File: config.mk
export PLATFORM = sky130hd
export DESIGN_NAME = rtc_top
export DESIGN_NICKNAME = d
export VERILOG_FILES = /design/src/core/rtc_top.v /design/src/core/rtc_trim.v
export VERILOG_INCLUDE_DIRS = /design/src /design/src/core
export SDC_FILE = /design/constraint.sdc
export NUM_CORES = 1
export LEC_CHECK = 0
export ABC_AREA = 1
export BUFFER_PORTS_ARGS = -buffer_cell sky130_fd_sc_hd__buf_4
export CORE_MARGIN = 1
export CORE_UTILIZATION = 45
export CTS_CLUSTER_SIZE = 28
export DETAILED_ROUTE_END_ITERATION = 10
export PLACE_DENSITY = 0.66
export SYNTH_ARGS = -nofsm -noshare
export SYNTH_HDL_FRONTEND = slang
export SYNTH_SLANG_ARGS = --single-unit
File: constraint.sdc
create_clock -name CLK -period 2.6 [get_ports CLK]
set_input_delay 0.13 -clock CLK [delete_from_list [all_inputs] [get_ports CLK]]
set_output_delay 0.13 -clock CLK [all_outputs]
set_load 0.05 [all_outputs]
File: src/core/rtc_defs.vh
/*
  Constants for the calendar clock trim, output and alarm block: register
  offsets, field positions, a read mask, reset values and timing counts.
  Assumes it is included by its bare name from the design files.
*/
`ifndef RTC_DEFS_VH
`define RTC_DEFS_VH

// Register byte offsets within the slave window.
`define RTC_OFS_TRIM 12'h000
`define RTC_OFS_PAD 12'h004
`define RTC_OFS_ALARM 12'h008
`define RTC_OFS_TIME 12'h00c
`define RTC_OFS_W 12

// Fields of clock_trim_and_config.
`define RTC_CAL_MSB 7
`define RTC_CAL_LSB 0
`define RTC_OUT_EN_BIT 10
`define RTC_HALF_FLAG_BIT 11
`define RTC_WR_PERMIT_BIT 13
`define RTC_RUN_EN_BIT 15

// Field of pad_output_config.
`define RTC_SRC_SEL_BIT 1

// BCD fields of alarm_minute_second and current_minute_second.
`define RTC_MT_MSB 14
`define RTC_MT_LSB 12
`define RTC_MU_MSB 11
`define RTC_MU_LSB 8
`define RTC_ST_MSB 6
`define RTC_ST_LSB 4
`define RTC_SU_MSB 3
`define RTC_SU_LSB 0
`define RTC_BCD_MASK 16'h7f7f

// Last legal digit values.
`define RTC_LAST_UNITS 4'h9
`define RTC_LAST_TENS 4'h5

// Reset values.
`define RTC_TRIM_RST 16'h0000
`define RTC_PAD_RST 16'h0000
`define RTC_TIME_RST 16'h0000

// Calibration: each count is this many crystal pulses, as a shift.
`define RTC_CAL_SHIFT 2

// Crystal pulses per second.
`define RTC_TICKS_PER_SEC 32768

`endif

File: src/core/rtc_top.v
/*
  Calendar clock unit slice: drift calibration, clock output pin control,
  minute and second counting and the alarm minute and second compare,
  all behind an AHB-Lite slave.
  Assumes a single AHB-Lite master, the crystal pulse on TICK_IN slower
  than CLK/4, and SYS_RST_N as the non power-on reset source.
*/
// Local design decisions: the placing of the registers and the AHB-Lite interface to the registers.
`include "rtc_defs.vh"

module rtc_top #(
  parameter [15:0] TICKS_PER_SEC = `RTC_TICKS_PER_SEC
) (
  // Clock and resets
  input wire CLK,
  input wire ARST_N,
  input wire SYS_RST_N,
  // AHB-Lite slave
  input wire HSEL,
  input wire [31:0] HADDR,
  input wire [1:0] HTRANS,
  input wire HWRITE,
  input wire [2:0] HSIZE,
  input wire [31:0] HWDATA,
  input wire HREADY,
  output wire HREADYOUT,
  output wire HRESP,
  output wire [31:0] HRDATA,
  // Crystal pulse input pin
  input wire TICK_IN,
  // Clock output pin
  output wire CLK_OUT
);

  localparam [15:0] TICK_LAST = TICKS_PER_SEC - 16'h0001;
  localparam [15:0] TICK_HALF = TICKS_PER_SEC >> 1;
  localparam [15:0] TICK_HALF_M1 = TICK_HALF - 16'h0001;

  // Carry out in bit 4, next digit in bits 3:0.
  function [4:0] bcd_step;
    input [3:0] d;
    input [3:0] last;
    begin
      if (d >= last) begin
        bcd_step = 5'h10;
      end else begin
        bcd_step = {1'b0, d + 4'h1};
      end
    end
  endfunction

  function addr_is;
    input [`RTC_OFS_W-1:0] a;
    input [`RTC_OFS_W-1:0] ofs;
    begin
      addr_is = (a == ofs);
    end
  endfunction

  // Synchronisers
  reg tick_s1_q, tick_s2_q, tick_s3_q;
  reg rst_s1_q, rst_s2_q;

  // Bus state
  reg dp_wr_q, dp_rd_q, rd_done_q;
  reg [`RTC_OFS_W-1:0] dp_addr_q;
  reg [15:0] hrdata_q;
  reg [15:0] rd_value;

  // Registers
  reg [15:0] trim_q;
  reg [15:0] trim_d;
  reg half_flag_q;
  reg src_sel_q;
  reg [14:0] alarm_q;

  // Time keeping
  reg [3:0] sec_u_q, min_u_q;
  reg [2:0] sec_t_q, min_t_q;
  reg [15:0] presc_q;
  reg [9:0] debt_q;
  reg alarm_hit_q;
  reg clk_out_q;

  wire soft_rst, hready_out, addr_phase;
  wire wr_trim, wr_pad, wr_alarm, wr_time;
  wire tick, run, step_ok;
  wire sec_end, min_end, half_set, sec_clk;
  wire [4:0] su_n, st_n, mu_n, mt_n;
  wire [15:0] time_now;
  wire [9:0] add_cnt, sub_cnt;

  // The pin and the other reset come from outside this clock.
  always @(posedge CLK or negedge ARST_N) begin
    if (!ARST_N) begin
      tick_s1_q <= 1'b0;
      tick_s2_q <= 1'b0;
      tick_s3_q <= 1'b0;
      rst_s1_q <= 1'b0;
      rst_s2_q <= 1'b0;
    end else begin
      tick_s1_q <= TICK_IN;
      tick_s2_q <= tick_s1_q;
      tick_s3_q <= tick_s2_q;
      rst_s1_q <= SYS_RST_N;
      rst_s2_q <= rst_s1_q;
    end
  end

  assign soft_rst = ~rst_s2_q;
  assign tick = tick_s2_q & ~tick_s3_q;

  // Reads take one wait state so that a write just before is seen.
  assign hready_out = ~dp_rd_q | rd_done_q;
  assign addr_phase = HSEL & HREADY & HTRANS[1];

  always @(posedge CLK or negedge ARST_N) begin
    if (!ARST_N) begin
      dp_wr_q <= 1'b0;
      dp_rd_q <= 1'b0;
      rd_done_q <= 1'b0;
      dp_addr_q <= {`RTC_OFS_W{1'b0}};
      hrdata_q <= 16'h0000;
    end else if (hready_out) begin
      dp_wr_q <= addr_phase & HWRITE;
      dp_rd_q <= addr_phase & ~HWRITE;
      rd_done_q <= 1'b0;
      dp_addr_q <= HADDR[`RTC_OFS_W-1:0];
    end else begin
      rd_done_q <= 1'b1;
      hrdata_q <= rd_value;
    end
  end

  assign HREADYOUT = hready_out;
  assign HRESP = 1'b0;
  assign HRDATA = {16'h0000, hrdata_q};

  assign wr_trim = dp_wr_q & addr_is(dp_addr_q, `RTC_OFS_TRIM);
  assign wr_pad = dp_wr_q & addr_is(dp_addr_q, `RTC_OFS_PAD);
  assign wr_alarm = dp_wr_q & addr_is(dp_addr_q, `RTC_OFS_ALARM);
  assign wr_time = dp_wr_q & addr_is(dp_addr_q, `RTC_OFS_TIME);

  assign time_now = {1'b0, min_t_q, min_u_q, 1'b0, sec_t_q, sec_u_q};

  always @* begin
    rd_value = 16'h0000;
    case (dp_addr_q)
      `RTC_OFS_TRIM: begin
        rd_value = trim_q;
        rd_value[`RTC_HALF_FLAG_BIT] = half_flag_q;
      end
      `RTC_OFS_PAD: begin
        rd_value[`RTC_SRC_SEL_BIT] = src_sel_q;
      end
      `RTC_OFS_ALARM: begin
        rd_value = {1'b0, alarm_q} & `RTC_BCD_MASK;
      end
      `RTC_OFS_TIME: begin
        rd_value = time_now;
      end
      default: begin
        rd_value = 16'h0000;
      end
    endcase
  end

  // Trim register write; the run bit is guarded by the permit bit.
  always @* begin
    trim_d = trim_q;
    if (wr_trim) begin
      trim_d[`RTC_CAL_MSB:`RTC_CAL_LSB] = HWDATA[`RTC_CAL_MSB:`RTC_CAL_LSB];
      trim_d[`RTC_OUT_EN_BIT] = HWDATA[`RTC_OUT_EN_BIT];
      trim_d[`RTC_WR_PERMIT_BIT] = HWDATA[`RTC_WR_PERMIT_BIT];
      if (trim_q[`RTC_WR_PERMIT_BIT]) begin
        trim_d[`RTC_RUN_EN_BIT] = HWDATA[`RTC_RUN_EN_BIT];
      end
    end
  end

  // Only the power-on reset reaches the trim register and its flag.
  always @(posedge CLK or negedge ARST_N) begin
    if (!ARST_N) begin
      trim_q <= `RTC_TRIM_RST;
    end else begin
      trim_q <= trim_d;
    end
  end

  always @(posedge CLK or negedge ARST_N) begin
    if (!ARST_N) begin
      half_flag_q <= 1'b0;
    end else begin
      half_flag_q <= half_set | (half_flag_q & ~wr_time);
    end
  end

  always @(posedge CLK or negedge ARST_N) begin
    if (!ARST_N) begin
      src_sel_q <= 1'b0;
    end else if (soft_rst) begin
      src_sel_q <= 1'b0;
    end else if (wr_pad) begin
      src_sel_q <= HWDATA[`RTC_SRC_SEL_BIT];
    end
  end

  // Alarm digits carry no reset and power up unknown.
  always @(posedge CLK) begin
    if (wr_alarm) begin
      alarm_q[`RTC_MT_MSB:`RTC_MT_LSB] <= HWDATA[`RTC_MT_MSB:`RTC_MT_LSB];
      alarm_q[`RTC_MU_MSB:`RTC_MU_LSB] <= HWDATA[`RTC_MU_MSB:`RTC_MU_LSB];
      alarm_q[7] <= 1'b0;
      alarm_q[`RTC_ST_MSB:`RTC_ST_LSB] <= HWDATA[`RTC_ST_MSB:`RTC_ST_LSB];
      alarm_q[`RTC_SU_MSB:`RTC_SU_LSB] <= HWDATA[`RTC_SU_MSB:`RTC_SU_LSB];
    end
  end

  // Both counts are registered in rtc_trim from the same byte, so a write
  // landing right at the minute boundary takes effect at the next one.
  rtc_trim u_trim (
    .clk(CLK),
    .arst_n(ARST_N),
    .cal(trim_q[`RTC_CAL_MSB:`RTC_CAL_LSB]),
    .add_cnt(add_cnt),
    .sub_cnt(sub_cnt)
  );

  assign run = trim_q[`RTC_RUN_EN_BIT];
  assign step_ok = run & tick & (debt_q == 10'h000);
  assign sec_end = step_ok & (presc_q >= TICK_LAST);
  assign half_set = step_ok & (presc_q == TICK_HALF_M1);
  assign su_n = bcd_step(sec_u_q, `RTC_LAST_UNITS);
  assign st_n = bcd_step({1'b0, sec_t_q}, `RTC_LAST_TENS);
  assign mu_n = bcd_step(min_u_q, `RTC_LAST_UNITS);
  assign mt_n = bcd_step({1'b0, min_t_q}, `RTC_LAST_TENS);
  assign min_end = su_n[4] & st_n[4];

  // Swallowed pulses are held in debt_q and stall the prescaler.
  always @(posedge CLK or negedge ARST_N) begin
    if (!ARST_N) begin
      presc_q <= 16'h0000;
      debt_q <= 10'h000;
    end else if (soft_rst) begin
      presc_q <= 16'h0000;
      debt_q <= 10'h000;
    end else if (run & tick) begin
      if (debt_q != 10'h000) begin
        debt_q <= debt_q - 10'h001;
      end else if (sec_end & min_end) begin
        presc_q <= {6'h00, add_cnt};
        debt_q <= sub_cnt;
      end else if (sec_end) begin
        presc_q <= 16'h0000;
      end else begin
        presc_q <= presc_q + 16'h0001;
      end
    end
  end

  // A software time write wins over a second that ends in that cycle.
  always @(posedge CLK or negedge ARST_N) begin
    if (!ARST_N) begin
      sec_u_q <= 4'h0;
      sec_t_q <= 3'h0;
      min_u_q <= 4'h0;
      min_t_q <= 3'h0;
    end else if (soft_rst) begin
      sec_u_q <= 4'h0;
      sec_t_q <= 3'h0;
      min_u_q <= 4'h0;
      min_t_q <= 3'h0;
    end else if (wr_time) begin
      sec_u_q <= HWDATA[`RTC_SU_MSB:`RTC_SU_LSB];
      sec_t_q <= HWDATA[`RTC_ST_MSB:`RTC_ST_LSB];
      min_u_q <= HWDATA[`RTC_MU_MSB:`RTC_MU_LSB];
      min_t_q <= HWDATA[`RTC_MT_MSB:`RTC_MT_LSB];
    end else if (sec_end) begin
      sec_u_q <= su_n[3:0];
      if (su_n[4]) begin
        sec_t_q <= st_n[2:0];
      end
      if (min_end) begin
        min_u_q <= mu_n[3:0];
        if (mu_n[4]) begin
          min_t_q <= mt_n[2:0];
        end
      end
    end
  end

  // Seconds clock is high for the first half of each second.
  assign sec_clk = run & (presc_q < TICK_HALF);

  always @(posedge CLK or negedge ARST_N) begin
    if (!ARST_N) begin
      alarm_hit_q <= 1'b0;
      clk_out_q <= 1'b0;
    end else if (soft_rst) begin
      alarm_hit_q <= 1'b0;
      clk_out_q <= 1'b0;
    end else begin
      alarm_hit_q <= run & (time_now == {1'b0, alarm_q});
      if (trim_q[`RTC_OUT_EN_BIT]) begin
        clk_out_q <= src_sel_q ? sec_clk : alarm_hit_q;
      end else begin
        clk_out_q <= 1'b0;
      end
    end
  end

  assign CLK_OUT = clk_out_q;

endmodule

File: src/core/rtc_trim.v
/*
  Turns the signed calibration byte into a count of crystal pulses to add
  or to swallow at the next minute boundary.
  Assumes the byte comes from a register on the same clock.
*/
`include "rtc_defs.vh"

module rtc_trim (
  // Clock and power-on reset
  input wire clk,
  input wire arst_n,
  // Calibration byte, two's complement
  input wire [7:0] cal,
  // Pulse counts, at most one of them non-zero
  output wire [9:0] add_cnt,
  output wire [9:0] sub_cnt
);

  reg [9:0] add_q;
  reg [9:0] sub_q;
  wire [8:0] mag;

  // Magnitude of a negative value; 8'h80 gives 128.
  assign mag = {1'b0, ~cal} + 9'h001;

  always @(posedge clk or negedge arst_n) begin
    if (!arst_n) begin
      add_q <= 10'h000;
      sub_q <= 10'h000;
    end else if (cal[7]) begin
      add_q <= 10'h000;
      sub_q <= {mag[7:0], 2'b00};
    end else begin
      add_q <= {cal, 2'b00};
      sub_q <= 10'h000;
    end
  end

  assign add_cnt = add_q;
  assign sub_cnt = sub_q;

endmodule

==> impl_metrics.py, run 1 <==
metrics = {
    "timing": {
        "hold_viol": 0,
        "setup_tns_ps": 0,
        "fin_skew_ps": 8.93,
        "final.setup.worst_slack_ps": 517,
        "setup_viol": 0,
        "rsz0062_at_grt": "no",
        "finalCritPeriodShare_pct": 80.1,
        "clock.fmax_ghz": 0.480,
        "tightestPinTransition_ps": 704,
        "drv_slew": 0,
        "min_period_ps": 2080,
        "max_slew_margin_pct": 53.0,
    },
    "hold_path": {
        "hold_path_depth": 3,
        "holdCritPathClass": "in2reg",
        "min-delay-start": "HREADY",
        "min_to": "dp_wr_q",
    },
    "synthesis": {
        "synthXorXnorAreaFrac_pct": 2.35,
        "ys_seq_elements": 120,
        "yosys.area_share.simple_pct": 29.3,
        "synthesis.instances": 803,
        "synth-edff-count": 14,
        "synth_cell_types": 39,
        "synth-compound-area-share_pct": 8.68,
        "synth_area_mm2": 0.00634,
        "synthArstFlopShare_pct": 88.3,
        "yosys.area_share.adder_pct": 2.56,
        "yosysWarningCount": 0,
        "synth_top_family_by_area": "simple AND/OR/NAND/NOR gates",
        "synth_seq_area_share_pct": 48.4,
        "ys.flop_type": "dfrtp_1",
        "syn_area_per_cell_um2": 7.90,
        "synth_mux_area_share_pct": 0,
    },
    "clock_network": {
        "clockRootBuffer": "clkbuf_16",
        "post_cts_buffers": 0,
        "htree_num_levels": 4,
        "clock_insertion_delay_worst_skew_ps": 420,
        "clock-sinks": 120,
        "clk_pin_slew_worst_paths_ps": 50,
        "cts_buffers": 17,
        "clk_path_buf_depth": 2,
        "cts_tree": "yes",
    },
    "pwr": {
        "p_per_area_mw_per_mm2": 777,
        "leakage_nw": 3.88,
        "ir_drop_mv": 0.710,
    },
    "cells_and_area": {
        "final_cell_mix": "265 x nand2_1, 106 x dfrtp_1, 76 x inv_1",
        "fin_nets": 985,
        "drive_gt1_share_pct": 14.0,
        "layout_commonest_cell": "nand2_1",
        "final_core_util_pct": 56.4,
        "final_cells": 1089,
        "fill_cells": 1244,
        "area_growth_pct": 22.9,
        "diodes": 0,
    },
    "floorplan": {
        "num_rows": 43,
        "initial_utilization_pct": 45.9,
        "die_w_um": 121,
        "ioPinCount": 111,
        "fp.dieH_um": 121,
        "die_area_mm2": 0.0146,
        "core-area_mm2": 0.0138,
    },
    "route": {
        "routed_wirelength_um": 15100,
        "wl_per_cell_um": 13.9,
        "vias": 5435,
        "post-route-drc-count": 0,
        "viasPerCell": 4.99,
        "antenna_left": 0,
        "dr.pass1.iters": 5,
        "drtIter0Drc": 339,
    },
    "setup_path": {
        "rr_worst_depth": 10,
        "cp.arrival_ps": 2440,
        "crit_fanout": 11,
        "cp.required_ps": 2960,
        "rrSetupSlack_ps": 520,
        "rr_endpoint": "sec_t_q[1]",
        "start_kind": "flop",
        "critPathCaptureType": "flop",
        "r2r_start": "debt_q[0]",
        "critPathKind": "reg2reg",
    },
    "place": {
        "gp_congestion": 0.870,
        "dp_hpwl_um": 10400,
        "dp_slack_ps": 539,
        "port_buffers": 53,
        "place_inst": 1025,
    },
    "global_routing": {
        "grt_antenna_before_repair": 0,
        "grt_pass1_vias": 5207,
        "grt_max_degree": 52,
        "grt_use_total_pct": 23.0,
        "grt_pass1_wl_um": 25500,
        "grt-ovfl-total": 0,
    },
    "outcome": {
        "status": "finished, final reports clean",
    },
    "run": {
        "cap_violations": 0,
    },
}
-- report_power, final --
part	switching, mW	internal (mW)
combinational	0.980	0.484
clock	0.854	1.45
sequential	0.171	2.12
-- cell usage after synthesis, types with 8 or more instances --
library cell | count | share of area (%)
o21ai_1 | 20 | 1.6
o21ai_0 | 39 | 3.1
ha_1 | 13 | 2.6
xor2_1 | 9 | 1.2
xnor2_1 | 8 | 1.1
a21oi_1 | 13 | 1.0
nor2_1 | 64 | 3.8
nand3_1 | 50 | 3.9
nor3_1 | 14 | 1.1
edfxtp_1 | 14 | 6.6
nand4_1 | 9 | 0.89
clkbuf_1 | 14 | 0.83
o211ai_1 | 11 | 1.3
inv_2 | 9 | 0.53
buf_4 | 17 | 2.0
dfrtp_1 | 106 | 42
nand2_1 | 265 | 16
inv_1 | 76 | 4.5
-- flip-flops by register name, summed over array words and instances, names as in the netlist, 7 cells and up --
signal / cells
alarm_q: 14
debt_q: 10
dp_addr_q: 12
hrdata_q: 16
presc_q: 16
trim_q: 11
u_trim.add_cnt: 7
u_trim.sub_cnt: 8
-- through the flow --
stage	total power, mW	hold slack [ps]	cell area, µm²
2_1_floorplan	3.39	-166	6400
3_3_place_gp	3.72	198	6900
3_5_place_dp	3.74	201	6900
4_1_cts	6.09	3.20	7800
5_1_grt	6.44	18.1	7800
6_report	6.06	13.0	7800
-- logic make-up (layout without fill, tap and decap cells) --
kind of cell               count (synthesis)  count (layout)
DFF                                      120             120
buffers and inverters                    123             213
xor gates and xnor gates                  17              17
AOI/OAI and AO/OA                         97              97
other                                      1              17
adders and majority gates                 13              13
and+or+nand+nor                          432             432
-- worst max-delay path: stages, from the launching register on --
cell	delay (ps)
dfrtp_1	390
inv_1	140
ha_1	250
nand2_2	110
nor2_4	180
nand3_2	150
inv_4	150
nand2_2	190
o21ai_1	300
nand2_1	90
nand2_1	80
-- routing by layer --
layer  part of all wire [%]  vias up  track usage, %
li1                       -     2738               -
met1                     45     2558            29.2
met2                     49      116            38.7
met3                    4.0       23            5.19
met4                    2.0        0            7.87
met5                      0        -               0
-- layout make-up --
cell class	instances	area (µm²)	area share, %
Sequential cell	120	3070	39.4
Multi-Input combinational cell	576	2790	35.8
Timing Repair Buffer	95	806	10.3
Clock buffer	20	457	5.85
Inverter	86	325	4.17
Tap cell	180	225	2.89
Clock inverter	12	125	1.60
-- worst max path at each step --
stage / start / end / slack (ps) / depth (start not counted)
CTS: debt_q[0] / sec_t_q[1] / 520 / 10
detailed placement: debt_q[0] / min_t_q[1] / 540 / 11
floorplan: dp_addr_q[9] / alarm_q[0] / 330 / 5
global route: debt_q[0] / min_t_q[1] / 340 / 11
global placement: debt_q[0] / min_t_q[1] / 530 / 11
finish: debt_q[0] / sec_t_q[1] / 520 / 10
-- what timing repair did --
item	CTS	global route
gates resized for setup	0	0
hold endpoints to repair	87	0
hold buffers	32	0
No activity file was read; power rests on OpenSTA's default activity.
==> run 2, diff against run 1 <==
==> constraint.sdc (replaced) <==
create_clock -name CLK -period 2.2 [get_ports CLK]
set_input_delay 0.11 -clock CLK [delete_from_list [all_inputs] [get_ports CLK]]
set_output_delay 0.11 -clock CLK [all_outputs]
set_load 0.05 [all_outputs]
==> impl_metrics.py, run 2 (synthesis results as in run 1) <==
metrics = {
    "clock_network": {
        "cts_tree": "yes",
        "clock-sinks": 120,
        "clock_insertion_delay_worst_skew_ps": 420,
        "htree_num_levels": 4,
        "post_cts_buffers": 0,
        "clk_pin_slew_worst_paths_ps": 60,
        "clk_path_buf_depth": 2,
        "clockRootBuffer": "clkbuf_16",
        "cts_buffers": 17,
    },
    "global_routing": {
        "grt_max_degree": 43,
        "grt-ovfl-total": 0,
        "grt_pass1_vias": 5367,
        "grt_antenna_before_repair": 0,
        "grt_use_total_pct": 23.1,
        "grt_pass1_wl_um": 26000,
    },
    "outcome": {
        "status": "finished, final reports clean",
    },
    "route": {
        "routed_wirelength_um": 15300,
        "post-route-drc-count": 0,
        "dr.pass1.iters": 5,
        "wl_per_cell_um": 14.0,
        "viasPerCell": 4.97,
        "vias": 5437,
        "drtIter0Drc": 400,
        "antenna_left": 0,
    },
    "setup_path": {
        "max_stage_delay_ps": 400,
        "critPathKind": "reg2reg",
        "rr_worst_depth": 11,
        "crit_fanout": 11,
        "critPathCaptureType": "flop",
        "rrSetupSlack_ps": 160,
        "start_kind": "flop",
        "worstPathCellList": "inv_1 -> ha_2 -> nand2_2 -> nor2_4 -> nand3_2 -> inv_4 -> nand2_2 -> nor2_1 -> nor2_1 -> nand2_1 -> nand2_1",
        "rr_endpoint": "sec_t_q[1]",
        "cpMaxStageDelayCell": "dfrtp_1",
        "cp.required_ps": 2510,
        "cp.arrival_ps": 2340,
        "r2r_start": "debt_q[0]",
    },
    "floorplan": {
        "core-area_mm2": 0.0138,
        "die_w_um": 121,
        "initial_utilization_pct": 45.9,
        "die_area_mm2": 0.0146,
        "num_rows": 43,
        "ioPinCount": 111,
        "fp.dieH_um": 121,
    },
    "place": {
        "dp_slack_ps": 134,
        "dp_hpwl_um": 10600,
        "port_buffers": 53,
        "gp_congestion": 0.882,
    },
    "pwr": {
        "leakage_nw": 3.94,
        "p_per_area_mw_per_mm2": 938,
        "total_power_mw": 7.42,
        "ir_drop_mv": 0.684,
    },
    "hold_path": {
        "min_to": "dp_wr_q",
        "hold_path_depth": 3,
        "min-delay-start": "HREADY",
        "holdCritPathClass": "in2reg",
    },
    "timing": {
        "tightestPinTransition_ps": 594,
        "setup_tns_ps": 0,
        "drv_slew": 0,
        "min_period_ps": 2040,
        "fin_skew_ps": 11.8,
        "rsz0062_at_grt": "yes",
        "clock.fmax_ghz": 0.491,
        "finalCritPeriodShare_pct": 92.7,
        "max_slew_margin_pct": 60.3,
        "setup_viol": 0,
        "whs_ps": 15.2,
        "final.setup.worst_slack_ps": 162,
        "hold_viol": 0,
    },
    "cells_and_area": {
        "area_growth_pct": 24.7,
        "final_core_util_pct": 57.2,
        "final_cell_mix": "265 x nand2_1, 106 x dfrtp_1, 76 x inv_1",
        "drive_gt1_share_pct": 14.9,
        "layout_commonest_cell": "nand2_1",
        "reg_top3": "hrdata_q (16), presc_q (16), alarm_q (14)",
        "fin_nets": 991,
        "diodes": 0,
    },
    "run": {
        "cap_violations": 0,
    },
}
## run 2: changes by cell type in the layout (fill, tap and decap cells not counted), sizes merged
cell      before  now
buf           63   69
bufinv         2    3
clkbuf        20   23
clkinv         5    3
clkinvlp       4    1
inv           87   88
## run 2: metal layers
metal	part of all wire (%)	wire length, µm	global-route usage, %	vias to the layer above
li1	-	-	-	2740
met1	44	6740	29.3	2554
met2	50	7640	39.3	126
met3	4.5	686	4.81	17
met4	1.6	241	7.48	0
met5	0	0	0	-
## run 2: power breakdown
group          internal (mW)  switching, mW  total (mW)
clock network           1.94           1.00        2.95
logic                  0.591           1.17        1.76
registers               2.50          0.211        2.71
total                   5.04           2.38        7.42
## run 2: through the flow
step                      std cells  cell area (µm²)
after floorplan                 819             6410
final                          1095             7910
after global routing           1095             7910
after CTS                      1095             7900
after detailed placement       1031             6940
after global placement         1031             6940
## run 2: worst max path at each step
| stage | start | to | slack [ps] | depth (start not counted) |
|---|---|---|---|---|
| 5_1_grt | debt_q[0] | min_t_q[0] | 1 | 11 |
| 3_3_place_gp | debt_q[0] | min_t_q[1] | 150 | 11 |
| 6_report | debt_q[0] | sec_t_q[1] | 160 | 11 |
| 2_1_floorplan | dp_addr_q[9] | alarm_q[0] | 340 | 5 |
| 3_5_place_dp | debt_q[0] | min_t_q[1] | 130 | 11 |
| 4_1_cts | debt_q[0] | min_t_q[1] | 90 | 11 |
## run 2: final cells by class
| type | count | area (µm²) |
|---|---|---|
| Clock inverter | 9 | 135 |
| Fill cell | 1239 | 5920 |
| Multi-Input combinational cell | 576 | 2800 |
| Sequential cell | 120 | 3070 |
| Tap cell | 180 | 225 |
| Timing Repair Buffer | 101 | 851 |
| Clock buffer | 23 | 499 |
| Inverter | 86 | 325 |
## run 2: critical path: cells and delay by family, from the launching register on
family                     cells  cell delay (ps)
adders and majority gates      1              240
buffers and inverters          2              290
DFF                            1              400
and+or+nand+nor                8             1000
## run 2: repair_timing
action / 4_1_cts / 5_1_grt
endpoints found under the setup margin: 0 / 10
resized for setup: 0 / 3
hold endpoints to repair: 69 / 0
hold buffers: 32 / 0
==> run 3, diff against run 2 <==
--- a/config.mk
+++ b/config.mk
@@ -6,13 +6,12 @@
 export SDC_FILE = /design/constraint.sdc
 export NUM_CORES = 1
 export LEC_CHECK = 0
-export ABC_AREA = 1
 export BUFFER_PORTS_ARGS = -buffer_cell sky130_fd_sc_hd__buf_4
 export CORE_MARGIN = 1
 export CORE_UTILIZATION = 45
 export CTS_CLUSTER_SIZE = 28
 export DETAILED_ROUTE_END_ITERATION = 10
-export PLACE_DENSITY = 0.66
+export PLACE_DENSITY = 0.67
 export SYNTH_ARGS = -nofsm -noshare
 export SYNTH_HDL_FRONTEND = slang
 export SYNTH_SLANG_ARGS = --single-unit
==> constraint.sdc (replaced) <==
create_clock -name CLK -period 2.04 [get_ports CLK]
set_input_delay 0.102 -clock CLK [delete_from_list [all_inputs] [get_ports CLK]]
set_output_delay 0.102 -clock CLK [all_outputs]
set_load 0.05 [all_outputs]
==> impl_metrics.py, run 3 <==
metrics = {
    "global_routing": {
        "grt_use_total_pct": 25.1,
        "grt-ovfl-total": 0,
        "grt_pass1_wl_um": 26900,
        "grt_max_degree": 35,
        "grt_pass1_vias": 5329,
        "grt_antenna_before_repair": 0,
    },
    "clock_network": {
        "cts_tree": "yes",
        "clk_pin_slew_worst_paths_ps": 50,
        "clockRootBuffer": "clkbuf_16",
        "htree_num_levels": 4,
        "cts_buffers": 17,
        "clock-sinks": 120,
        "clk_path_buf_depth": 2,
        "clock_insertion_delay_worst_skew_ps": 420,
    },
    "synthesis": {
        "synth_most_common_cell": "dfrtp_1",
        "synth-edff-count": 14,
        "synthTopCellsByCount": "106 x dfrtp_1, 83 x nand2_1, 33 x nor2_1",
        "syn_area_per_cell_um2": 10.2,
        "yosys-top-cells-area": "dfrtp_1 44%, edfxtp_1 6.9%, nand2_1 5.1%",
        "synth_top_area_share_pct": 43.6,
        "synthesis.instances": 594,
        "ys.flop_type": "dfrtp_1",
        "synth_area_mm2": 0.00608,
        "yosysTopAreaCell": "dfrtp_1",
        "yosysWarningCount": 0,
        "ys_seq_elements": 120,
        "synthArstFlopShare_pct": 88.3,
        "synth_seq_area_share_pct": 50.5,
        "synth_cell_types": 69,
    },
    "setup_path": {
        "cpMaxStageDelayCell": "o41ai_4",
        "cp_num_buf_inv": 2,
        "critPathCaptureType": "flop",
        "rrSetupSlack_ps": -270,
        "r2r_start": "presc_q[0]",
        "rr_endpoint": "debt_q[1]",
        "max_stage_delay_ps": 450,
        "critPathKind": "reg2reg",
        "cp.arrival_ps": 2610,
        "crit_cells": 8,
        "cp.required_ps": 2350,
        "rr_worst_depth": 8,
        "worstPathCellList": "ha_2 -> nand4_1 -> buf_4 -> o41ai_4 -> a41oi_4 -> or2_4 -> buf_4 -> o2bb2ai_2",
        "crit_fanout": 5,
        "start_kind": "flop",
        "path_common_cell": "buf_4",
        "crit_family": "compound AO/OA/AOI/OAI gates",
    },
    "timing": {
        "whs_ps": 188,
        "fin_skew_ps": 9.77,
        "rsz0062_at_grt": "yes",
        "tightestPinTransition_ps": 899,
        "hold_viol": 0,
        "min_period_ps": 2310,
        "finalCritPeriodShare_pct": 113,
        "final.setup.worst_slack_ps": -266,
        "setup_viol": 37,
        "max_slew_margin_pct": 39.2,
        "drv_slew": 0,
        "clock.fmax_ghz": 0.434,
    },
    "place": {
        "place_area_mm2": 0.00726,
        "dp_hpwl_um": 11600,
        "dp_slack_ps": -395,
        "gp_congestion": 0.910,
        "port_buffers": 53,
        "place_inst": 882,
    },
    "cells_and_area": {
        "area_growth_pct": 42.8,
        "fin_nets": 868,
        "reg_top3": "hrdata_q (16), presc_q (16), alarm_q (14)",
        "final_cell_mix": "131 x buf_4, 106 x dfrtp_1, 81 x nand2_1",
        "diodes": 0,
        "final_cells": 967,
        "drive_gt1_share_pct": 32.2,
        "layout_commonest_cell": "buf_4",
        "fin_area_mm2": 0.00869,
    },
    "pwr": {
        "ir_drop_mv": 0.672,
        "p_per_area_mw_per_mm2": 857,
        "leakage_nw": 4.02,
        "total_power_mw": 7.45,
    },
    "route": {
        "routed_wirelength_um": 17300,
        "dr.pass1.iters": 8,
        "drtIter0Drc": 395,
        "vias": 5380,
        "antenna_left": 0,
        "viasPerCell": 5.56,
        "post-route-drc-count": 1,
        "wl_per_cell_um": 17.9,
    },
    "outcome": {
        "violations": "DRC, setup timing",
        "status": "complete, but fails checks",
    },
    "run": {
        "cap_violations": 0,
    },
    "floorplan": {
        "initial_utilization_pct": 46.1,
        "ioPinCount": 111,
        "die_w_um": 118,
        "die_area_mm2": 0.0140,
        "num_rows": 42,
        "core-area_mm2": 0.0132,
        "fp.dieH_um": 118,
    },
    "hold_path": {
        "holdCritPathClass": "in2async",
    },
}
run 3: changes by cell type in the layout (fill, tap and decap cells not counted), sizes merged, moves of 30 or more:
| cell | change |
|---|---|
| nand3 | -40 |
| buf | +84 |
| nand2 | -191 |
| nor2 | -36 |
| o21ai | -30 |
| inv | -63 |
run 3: worst max path at each step:
stage / end / start
CTS: debt_q[8] / debt_q[5]
finish: debt_q[1] / presc_q[0]
global route: debt_q[9] / presc_q[0]
detailed placement: presc_q[13] / debt_q[5]
global placement: presc_q[13] / debt_q[5]
floorplan: debt_q[8] / debt_q[5]
run 3: stage by stage:
stage                     utilization [%]  setup TNS (ps)
after floorplan                         -            -216
after global placement               55.1           -3740
after detailed placement             55.1           -6060
after CTS                            63.0           -1780
after global routing                 65.9           -9990
final                                65.9           -4850
run 3: layout make-up:
class	instances	area [µm²]
clock inverter	4	95.1
fill	975	4500
timing repair buffer	188	1630
multi-input combinational	427	3100
clock buffer	27	483
inverter	25	93.8
tap	176	220
sequential	120	3070
run 3: kinds of logic after synthesis:
family,Yosys count,share of synthesized area (%)
AO/OA/AOI/OAI,120,14.1
XOR/XNOR,19,2.73
adder cells (fa/ha/maj),13,2.67
buffers and inverters,64,5.06
flip-flops,120,50.5
multiplexers,33,5.88
other,1,0.0616
AND/OR/NAND/NOR,224,19.0
run 3: timing repair:
action	CTS	global route
endpoints found under the setup margin	35	47
pin swaps	4	20
endpoints found under the hold margin	76	0
resized for setup	23	64
hold buffers	35	0
cloned	0	2
buffers inserted	5	12
run 3: per-layer routing:
| metal | wire length (µm) | track usage [%] | vias to the layer above | part of all wire (%) |
|---|---|---|---|---|
| met1 | 7130 | 31.2 | 2609 | 41 |
| met3 | 1050 | 5.16 | 45 | 6.0 |
| li1 | - | - | 2491 | - |
| met4 | 534 | 12.6 | 0 | 3.1 |
| met5 | 0 | 0 | - | 0 |
| met2 | 8590 | 41.4 | 235 | 50 |
run 3: worst reg2reg max path: stages (launching register included):
cell and delay [ps]:
dfrtp_1 390, ha_2 210, nand4_1 150, buf_4 190, o41ai_4 450, a41oi_4 210, or2_4 350, buf_4 160
o2bb2ai_2 110
run 3: power breakdown:
part / internal, mW / leakage [nW] / switching [mW] / total (mW)
logic: 0.667 / 2.21 / 1.04 / 1.70
clock network: 1.98 / 0.280 / 1.01 / 2.99
registers: 2.61 / 1.53 / 0.147 / 2.76
total: 5.25 / 4.02 / 2.19 / 7.45
